===== src/rtl/link_tuning_defines.vh =====
// Behaviour
// - One value, write-one-sets at A88h, write-one-clears at A8Ch, reads mirror config copy.
// - Bits 31..16, 14, 11, 9, 6..2 and 0 read as zero.
// - Bit 15 set disables out-of-order asynchronous transmit pipelining.
// - Threshold field 13:12: 00 2K, 01 1.7K default, 10 1K, 11 512.
// - Programmed threshold used until underrun; retry uses 2K store-and-forward.
// - Below 2K, start at threshold fill or when whole packet is in FIFO.
// - After underrun switch to store-and-forward, resend only complete packet.
// - 2K threshold holds data until end-of-packet token received.
// - Zero retries register forces store-and-forward always.
// - Bit 10 enables transport stream timestamp for format code 20h.
// - Bit 8 enables video timestamp for format code 00h.
// - EEPROM may load some bits after reset; software may instead.
`ifndef LINK_TUNING_DEFINES_VH
`define LINK_TUNING_DEFINES_VH
`define LT_SET_ADDR 12'ha88
`define LT_CLR_ADDR 12'ha8c
`define LT_CFG_ADDR 12'h0f4
`define LT_RESET 16'h1000
`define LT_WMASK 16'hb582
`define LT_EE_MASK 16'h0082
`define LT_NO_REORDER 15
`define LT_THR_HI 13
`define LT_THR_LO 12
`define LT_TS_ON 10
`define LT_VID_ON 8
`define LT_THR_2K 12'h800
`define LT_THR_1K7 12'h6c0
`define LT_THR_1K 12'h400
`define LT_THR_512 12'h200
`define LT_FMT_TS 6'h20
`define LT_FMT_VID 6'h00
`endif


===== src/rtl/link_tuning.v =====
`timescale 1ns/1ns
`include "link_tuning_defines.vh"
module link_tuning #(
    parameter AW = 12
) (
    // Clock and reset
    input wire clk,
    input wire nrst,
    // Register access
    input wire wr,
    input wire rd,
    input wire [AW-1:0] addr,
    input wire [31:0] wdata,
    output reg [31:0] rdata,
    // EEPROM load
    input wire ee_load,
    input wire [15:0] ee_data,
    // Transmit FIFO state
    input wire [11:0] fifo_fill,
    input wire packet_complete,
    input wire underrun,
    input wire packet_sent,
    input wire retries_zero,
    // Isochronous stream format
    input wire [5:0] stream_format_code,
    // Controls out
    output reg tx_start,
    output reg no_reorder_tx,
    output reg transport_stream_timestamp_on,
    output reg video_timestamp_on,
    output reg store_forward
);
    reg [15:0] ctrl;
    wire [15:0] next_ctrl;
    wire [15:0] wmask = `LT_WMASK;
    wire [15:0] ee_mask = `LT_EE_MASK;

    reg hit_set;
    reg hit_clr;
    reg hit_cfg;
    wire hit_any = hit_set || hit_clr || hit_cfg;
    wire wr_set = wr && hit_set;
    wire wr_clr = wr && hit_clr;
    wire wr_cfg = wr && hit_cfg;

    // Retry mode after an underrun
    localparam ST_THRESHOLD = 1'b0;
    localparam ST_RETRY = 1'b1;
    reg state;
    reg next_state;
    wire retry_sf = state == ST_RETRY;

    wire [1:0] thr_code = ctrl[`LT_THR_HI:`LT_THR_LO];
    reg [11:0] thr;
    reg next_store_forward;

    reg next_tx_start;
    reg [31:0] next_rdata;
    reg next_transport_stream_timestamp_on;
    reg next_video_timestamp_on;
    genvar i;

    // Address decode
    always @* begin
        hit_set = 1'b0;
        hit_clr = 1'b0;
        hit_cfg = 1'b0;
        if (addr == `LT_SET_ADDR) begin
            hit_set = 1'b1;
        end else if (addr == `LT_CLR_ADDR) begin
            hit_clr = 1'b1;
        end else if (addr == `LT_CFG_ADDR) begin
            hit_cfg = 1'b1;
        end
    end

    // One set/clear cell per control bit
    generate
        for (i = 0; i < 16; i = i + 1) begin : ctrl_bit
            reg bit_next;
            always @* begin
                bit_next = ctrl[i];
                if (ee_load) begin
                    if (ee_mask[i]) begin
                        bit_next = ee_data[i];
                    end
                end else if (wmask[i]) begin
                    if (wr_set && wdata[i]) begin
                        bit_next = 1'b1;
                    end else if (wr_clr && wdata[i]) begin
                        bit_next = 1'b0;
                    end else if (wr_cfg) begin
                        bit_next = wdata[i];
                    end
                end
            end
            assign next_ctrl[i] = bit_next;
        end
    endgenerate

    always @(posedge clk) begin
        if (!nrst) begin
            ctrl <= `LT_RESET;
        end else begin
            ctrl <= next_ctrl;
        end
    end

    always @* begin
        next_state = state;
        case (state)
            ST_THRESHOLD: begin
                if (underrun) begin
                    next_state = ST_RETRY;
                end
            end
            ST_RETRY: begin
                if (!underrun && packet_sent) begin
                    next_state = ST_THRESHOLD;
                end
            end
        endcase
    end

    always @(posedge clk) begin
        if (!nrst) begin
            state <= ST_THRESHOLD;
        end else begin
            state <= next_state;
        end
    end

    always @* begin
        case (thr_code)
            2'b00: thr = `LT_THR_2K;
            2'b01: thr = `LT_THR_1K7;
            2'b10: thr = `LT_THR_1K;
            default: thr = `LT_THR_512;
        endcase
    end

    always @* begin
        next_store_forward = 1'b0;
        if (retry_sf) begin
            next_store_forward = 1'b1;
        end else if (retries_zero) begin
            next_store_forward = 1'b1;
        end else if (thr_code == 2'b00) begin
            next_store_forward = 1'b1;
        end
    end

    always @* begin
        next_tx_start = 1'b0;
        if (packet_complete) begin
            next_tx_start = 1'b1;
        end else if (!next_store_forward && fifo_fill >= thr) begin
            next_tx_start = 1'b1;
        end
    end

    always @* begin
        next_rdata = 32'h00000000;
        if (rd && hit_any) begin
            next_rdata = {16'h0000, ctrl & wmask};
        end
    end

    always @* begin
        next_transport_stream_timestamp_on = 1'b0;
        next_video_timestamp_on = 1'b0;
        if (ctrl[`LT_TS_ON] && stream_format_code == `LT_FMT_TS) begin
            next_transport_stream_timestamp_on = 1'b1;
        end
        if (ctrl[`LT_VID_ON] && stream_format_code == `LT_FMT_VID) begin
            next_video_timestamp_on = 1'b1;
        end
    end

    // Registered outputs
    always @(posedge clk) begin
        if (!nrst) begin
            rdata <= 32'h00000000;
        end else begin
            rdata <= next_rdata;
        end
    end

    always @(posedge clk) begin
        if (!nrst) begin
            tx_start <= 1'b0;
        end else begin
            tx_start <= next_tx_start;
        end
    end

    always @(posedge clk) begin
        if (!nrst) begin
            store_forward <= 1'b0;
        end else begin
            store_forward <= next_store_forward;
        end
    end

    always @(posedge clk) begin
        if (!nrst) begin
            no_reorder_tx <= 1'b0;
        end else begin
            no_reorder_tx <= ctrl[`LT_NO_REORDER];
        end
    end

    always @(posedge clk) begin
        if (!nrst) begin
            transport_stream_timestamp_on <= 1'b0;
            video_timestamp_on <= 1'b0;
        end else begin
            transport_stream_timestamp_on <= next_transport_stream_timestamp_on;
            video_timestamp_on <= next_video_timestamp_on;
        end
    end
endmodule // link_tuning


===== config.mk =====
export PLATFORM = sky130hd
export DESIGN_NAME = link_tuning
export DESIGN_NICKNAME = d
export VERILOG_FILES = /design/src/rtl/link_tuning.v
export VERILOG_INCLUDE_DIRS = /design/src /design/src/rtl
export SDC_FILE = /design/constraint.sdc
export NUM_CORES = 1
export LEC_CHECK = 0
export BUFFER_PORTS_ARGS = -buffer_cell sky130_fd_sc_hd__buf_2
export CAP_MARGIN = 20
export CORE_ASPECT_RATIO = 1.1
export CORE_MARGIN = 3
export CORE_UTILIZATION = 40
export CTS_BUF_LIST = sky130_fd_sc_hd__clkbuf_2
export DETAILED_ROUTE_END_ITERATION = 16
export GPL_ROUTABILITY_DRIVEN = 0
export PLACE_DENSITY = 0.87
export RECOVER_POWER = 100
export SKIP_CTS_REPAIR_TIMING = 1
export SYNTH_ARGS = -nofsm -noshare
export SYNTH_HDL_FRONTEND = slang
export SYNTH_SLANG_ARGS = --single-unit

===== constraint.sdc =====
create_clock -name clk -period 4.85 [get_ports clk]
set_clock_uncertainty 0.1 [all_clocks]
set_input_delay 0.7275 -clock clk [delete_from_list [all_inputs] [get_ports clk]]
set_output_delay 0.7275 -clock clk [all_outputs]
set_load 0.05 [all_outputs]

==> out/metrics.yaml, run 1 <==
grt_start_max_net_pins: 15
finalWorstPathRequiredPeriod_ps: 2990
fp.dieW_um: 60.0
cts_tree: "yes"
final_common_cell: "buf_2"
coreArea_um2: 2900
crit_arrival_ps: 3160
postLayoutCoreUtil_pct: 51.6
dieHeight_um: 65.4
drtIter0Drc: 34
dpl.hpwl_um: 2390
fin_setup_tns_ps: 0
area_growth_pct: 16.9
postRouteAntennaNets: 0
synth-compound-area-share_pct: 16.0
synth_simple_gate_area_share_pct: 24.6
synthAdderAreaFrac_pct: 6.83
synthXorXnorAreaFrac_pct: 0
dp_slack_ps: 2510
drive_gt1_share_pct: 26.3
grt_use_total_pct: 14.7
ys_warn_count: 0
drv_slew: 0
start_util_pct: 44.2
irDropWorstVdd_mv: 0.213
root_buffer: "clkbuf_2"
via_per_inst: 4.99
end_kind: "flip-flop"
clock_path_buffers: 2
io_buffers: 59
cp_max_fo: 10
ys_seq_elements: 20
cap_violations: 1
rsz0062_at_grt: "no"
clkTransAtPathRegs_ps: 180
crit_required_ps: 5020
synth_cell_type_count: 39
setup_viol: 0
clock.fmax_ghz: 0.334
rows: 20
route.final.wire_length_um: 2870
setup.worst_path.start: "addr[5]"
insertion_delay_ps: 310
muxShareOfSynthArea_pct: 1.76
violations: "capacitance limit"
route.detailed.drc: 0
timing.final.crit_share_pct: 61.7
final_cell_mix: "45 x buf_2, 25 x conb_1, 20 x dfxtp_1"
grt_pass1_wl_um: 4380
fin_nets: 300
r2r-start: "ctrl[13]"
hold_viol: 0
cts_buffers: 3
antenna_found_initial: 0
critPathKind: "input port to flip-flop"
cts_sinks: 20
fin_ws_ps: 1860
dieArea_um2: 3920
synth_top_family_by_area: "simple AND/OR/NAND/NOR gates"
vias: 1187
diodes: 0
maxSlewHeadroom_pct: 1.00
ys_seq_area_share_pct: 31.2
grt_pass1_vias: 1061
hp-class: "flip-flop to flip-flop"
p_leak_nw: 0.726
tightest_slew_ps: 1460
ios: 124
syn_area_um2: 1280
design_area_um2: 1500
n_fill_cell: 307
htreeDepth: 1
status: "finished, violations left"
place_area_um2: 1500
syn_inst: 147
worstHoldStart: "ctrl[10]"
cp-start-kind: "input port"
drt_first_pass_iters: 4
routedWlPerCell_um: 12.1
power_density_nw_per_um2: 256
avgSynthCellArea_um2: 8.72
gr-total-overflow: 0
-- report_power, final --
| part | internal [W] | switching (W) | leakage, nW |
|---|---|---|---|
| Combinational | 0.0000242 | 0.0000683 | 0.537 |
| Clock | 0.0000712 | 0.0000500 | 0.0266 |
| Sequential | 0.000168 | 0.00000155 | 0.163 |
-- Yosys cell counts (all sizes together) --
cell type  count  area share, %
or4b           1           0.78
nand3b         2            1.2
or4            1           0.88
buf           26             16
nor2           4            1.2
mux2           2            1.8
o22ai          4            2.0
o211ai         1           0.59
nor4           2           0.98
nand4          5            2.4
and3           1           0.49
ha             7            6.8
clkbuf         3           0.88
and4           3            2.0
dfxtp         20             31
o21ai          1           0.39
o311a          1           0.78
nand2         12            3.5
and2           9            4.4
a21o           2            1.3
nand3          2           0.78
a211oi         1            1.6
conb           1           0.29
a2111oi        1           0.68
o41ai          1           0.68
inv           10            2.9
o32ai          1           0.68
nor3           3            1.2
a41o           2            1.6
nor3b          1           0.59
nor4b          1            1.9
or3            1           0.49
o31ai          3            1.8
nand4b         2            1.4
nor2b          1           0.49
o311ai         2            1.4
a21oi          7            2.7
-- metrics by stage --
step                      std cells  hold WS (ps)  total power (W)
after floorplan                 171           318         0.000256
after global placement          234           329         0.000266
after detailed placement        234           335         0.000267
after CTS                       238           357         0.000389
after global routing            238           373         0.000402
final                           238           356         0.000384
-- path summary, 6_finish.rpt --
check / endpoint / cells after the start / slack, ps
max: rdata[13] / 5 / 1860
min: transport_stream_timestamp_on / 2 / 360
max reg2reg: tx_start / 7 / 2730
min reg2reg: transport_stream_timestamp_on / 2 / 360
-- critical path: stages --
cell and delay [ps]:
buf_2 110, nor4b_1 1200, nand3_1 230, a211oi_1 680
and2_0 220
-- cells by family after synthesis --
logic type      after synthesis
fa+ha+maj                     7
buf+inv                      39
mux                           2
flops                        20
compound gates               27
simple gates                 51
other cells                   1
-- area by class of cell --
cell class	count	area (um2)	area share (%)
Multi-Input combinational cell	112	697	46.5
Timing Repair Buffer	59	278	18.5
Inverter	10	37.5	2.50
Clock buffer	3	15.0	1.00
Tap cell	33	41.3	2.75
Clock inverter	1	30.0	2.00
Sequential cell	20	400	26.7
-- layer usage --
metal / global-route usage (%) / vias up / part of all wire [%]
met5: 0 / - / 0
met4: 2.49 / 0 / 0.63
met3: 5.50 / 4 / 9.1
met2: 28.4 / 45 / 54
met1: 14.4 / 542 / 36
li1: - / 596 / -
-- flip-flops by register name, indices dropped and copies added (netlist names) --
register                       flops
ctrl                               7
no_reorder_tx                      1
rdata                              7
retry_sf                           1
store_forward                      1
transport_stream_timestamp_on      1
tx_start                           1
video_timestamp_on                 1
Note: power is estimated with default switching activity, not from simulation.
==> inputs of run 2 (changes only) <==
CORE_UTILIZATION = 37   (was 40)
PLACE_DENSITY = 0.82   (was 0.87)
clock period = 3 ns   (was 4.85 ns; I/O delays follow)
==> out/metrics.yaml, run 2 (synthesized netlist as in run 1, its figures left out) <==
gr-total-overflow: 0  # unchanged
rr_endpoint: "tx_start"  # unchanged
critical-path-max-stage-delay_ps: 590  # was 1200 ps
hp-class: "input port to flip-flop"  # was flip-flop to flip-flop
drtIter0Drc: 30  # was 34
fp.dieW_um: 62.1  # was 60.0 um
worstHoldStart: "stream_format_code[5]"  # was ctrl[10]
path_cells: "inv_1 > ha_1 > ha_1 > or4b_2 > o41ai_1 > a2111oi_0 > o22ai_1"  # was buf_2 > nor4b_1 > nand3_1 > a211oi_1 > and2_0
via_per_inst: 4.78  # was 4.99
drt_first_pass_iters: 4  # unchanged
p_switching_w: 0.000189  # was 0.000120 W
dpl.hpwl_um: 2380  # was 2390 um
crit_arrival_ps: 2300  # was 3160 ps
timing.final.crit_share_pct: 71.6
grt_pass1_wl_um: 4530  # was 4380 um
crit_required_ps: 3150  # was 5020 ps
hold_viol: 0  # unchanged
fin_setup_tns_ps: 0  # unchanged
cts_sinks: 20  # unchanged
coreArea_um2: 3180  # was 2900 um2
cpMostUsedCell: "ha_1"
drive_gt1_share_pct: 26.5  # was 26.3%
insertion_delay_ps: 300  # was 310 ps
grt_use_total_pct: 13.3  # was 14.7%
root_buffer: "clkbuf_2"  # unchanged
io_buffers: 59  # unchanged
maxSlewHeadroom_pct: 50.4  # was 1.00%
power_frac_comb_pct: 28.9  # was 24.1%
irDropWorstVdd_mv: 0.107  # was 0.213 mV
clock.fmax_ghz: 0.465
numPlacedInstances: 247  # was 234
switching_share_pct: 35.8  # was 31.2%
cp-start-kind: "flip-flop"  # was input port
cp_max_fo: 3  # was 10
grt_start_max_net_pins: 15  # unchanged
grt_pass1_vias: 1099  # was 1061
fin_ws_ps: 851  # was 1860 ps
area_growth_pct: 17.0  # was 16.9%
cap_violations: 0  # was 1
seqPwrFrac_pct: 51.9  # was 44.3%
rows: 21  # was 20
cts_buffers: 3  # unchanged
final_cell_mix: "45 x buf_2, 25 x conb_1, 20 x dfxtp_1"  # unchanged
finalWorstPathRequiredPeriod_ps: 2150
min_to: "video_timestamp_on"  # was transport_stream_timestamp_on
internal_power_w: 0.000340  # was 0.000264 W
route.final.wire_length_um: 2870  # about the same
clock_path_buffers: 2  # unchanged
power_density_nw_per_um2: 353  # was 256 nW/um2
cp_slowest_cell: "or4b_2"  # was nor4b_1
end_kind: "flip-flop"  # unchanged
postRouteAntennaNets: 0  # unchanged
r2r-start: "ctrl[13]"  # unchanged
p_leak_nw: 0.719  # was 0.726 nW
rsz0062_at_grt: "no"  # unchanged
reg2regPathDepth: 7  # unchanged
routedWlPerCell_um: 11.5  # was 12.1 um
rrSetupSlack_ps: 850  # was 2730 ps
critPathKind: "flip-flop to flip-flop"  # was input port to flip-flop
antenna_found_initial: 0  # unchanged
fin_nets: 300  # unchanged
clkTransAtPathRegs_ps: 170  # was 180 ps
power.share.clock_pct: 19.2  # was 31.6%
dp_slack_ps: 867  # was 2510 ps
drv_slew: 0  # unchanged
dieHeight_um: 67.7  # was 65.4 um
final_common_cell: "buf_2"  # unchanged
htreeDepth: 1  # unchanged
path_buf_inv: 1  # unchanged
setup_viol: 0  # unchanged
top_regs: "ctrl (7), rdata (7)"  # unchanged
status: "finished, final reports clean"  # was finished, violations left
route.detailed.drc: 0  # unchanged
tightest_slew_ps: 739  # was 1460 ps
diodes: 0  # unchanged
fin_cells: 250  # was 238
fin_hold_ws_ps: 205  # was 356 ps
dieArea_um2: 4210  # was 3920 um2
start_util_pct: 40.3  # was 44.2%
cpLargestDelayFamily: "simple AND/OR/NAND/NOR gates"  # unchanged
ios: 124  # unchanged
worstHoldPathCells: 2  # unchanged
n_fill_cell: 330  # was 307
cts_tree: "yes"  # unchanged
vias: 1195  # was 1187
[run 2: changes by cell type in the layout (fill, tap and decap cells not counted)]
cell / before / now
nor4b_1: 1 / 0
nor4b_4: 0 / 1
bufinv_16: 1 / 0
[run 2: metrics by stage]
step | util [%] | area (um2) | power, W
global route | 47.2 | 1500 | 0.000556
CTS | 48.1 | 1530 | 0.000531
global placement | 47.7 | 1520 | 0.000430
detailed placement | 47.7 | 1520 | 0.000433
finish | 47.2 | 1500 | 0.000529
floorplan | - | 1370 | 0.000414
[run 2: power groups by stage]
stage                     sequential (W)  combinational [W]  clock [W]
after global placement          0.000280           0.000150          0
final                           0.000274           0.000153   0.000102
after CTS                       0.000274           0.000154   0.000102
after floorplan                 0.000286           0.000127          0
after global routing            0.000276           0.000164   0.000117
after detailed placement        0.000280           0.000153          0
[run 2: final cells by class]
| class | instances | area (um2) | share of cell area [%] |
|---|---|---|---|
| sequential | 20 | 400 | 26.7 |
| inverter | 10 | 37.5 | 2.50 |
| clock buffer | 3 | 15.0 | 1.00 |
| tap | 46 | 57.6 | 3.84 |
| timing repair buffer | 59 | 278 | 18.5 |
| multi-input combinational | 112 | 712 | 47.5 |
[run 2: per-layer routing]
metal | share of wire, % | up-vias | wire length, um | track usage, %
met4 | 1.2 | 0 | 34 | 6.35
met2 | 53 | 53 | 1510 | 26.5
met3 | 7.6 | 4 | 217 | 1.83
met5 | 0 | - | 0 | 0
li1 | - | 593 | - | -
met1 | 39 | 545 | 1110 | 13.9
[run 2: worst max path at each step]
stage | start | end | slack, ps | cells after the start
after detailed placement | ctrl[13] | tx_start | 870 | 7
after floorplan | ctrl[13] | tx_start | 1020 | 7
after global placement | ctrl[13] | tx_start | 880 | 7
after CTS | ctrl[13] | tx_start | 840 | 7
final | ctrl[13] | tx_start | 850 | 7
after global routing | ctrl[13] | tx_start | 710 | 7
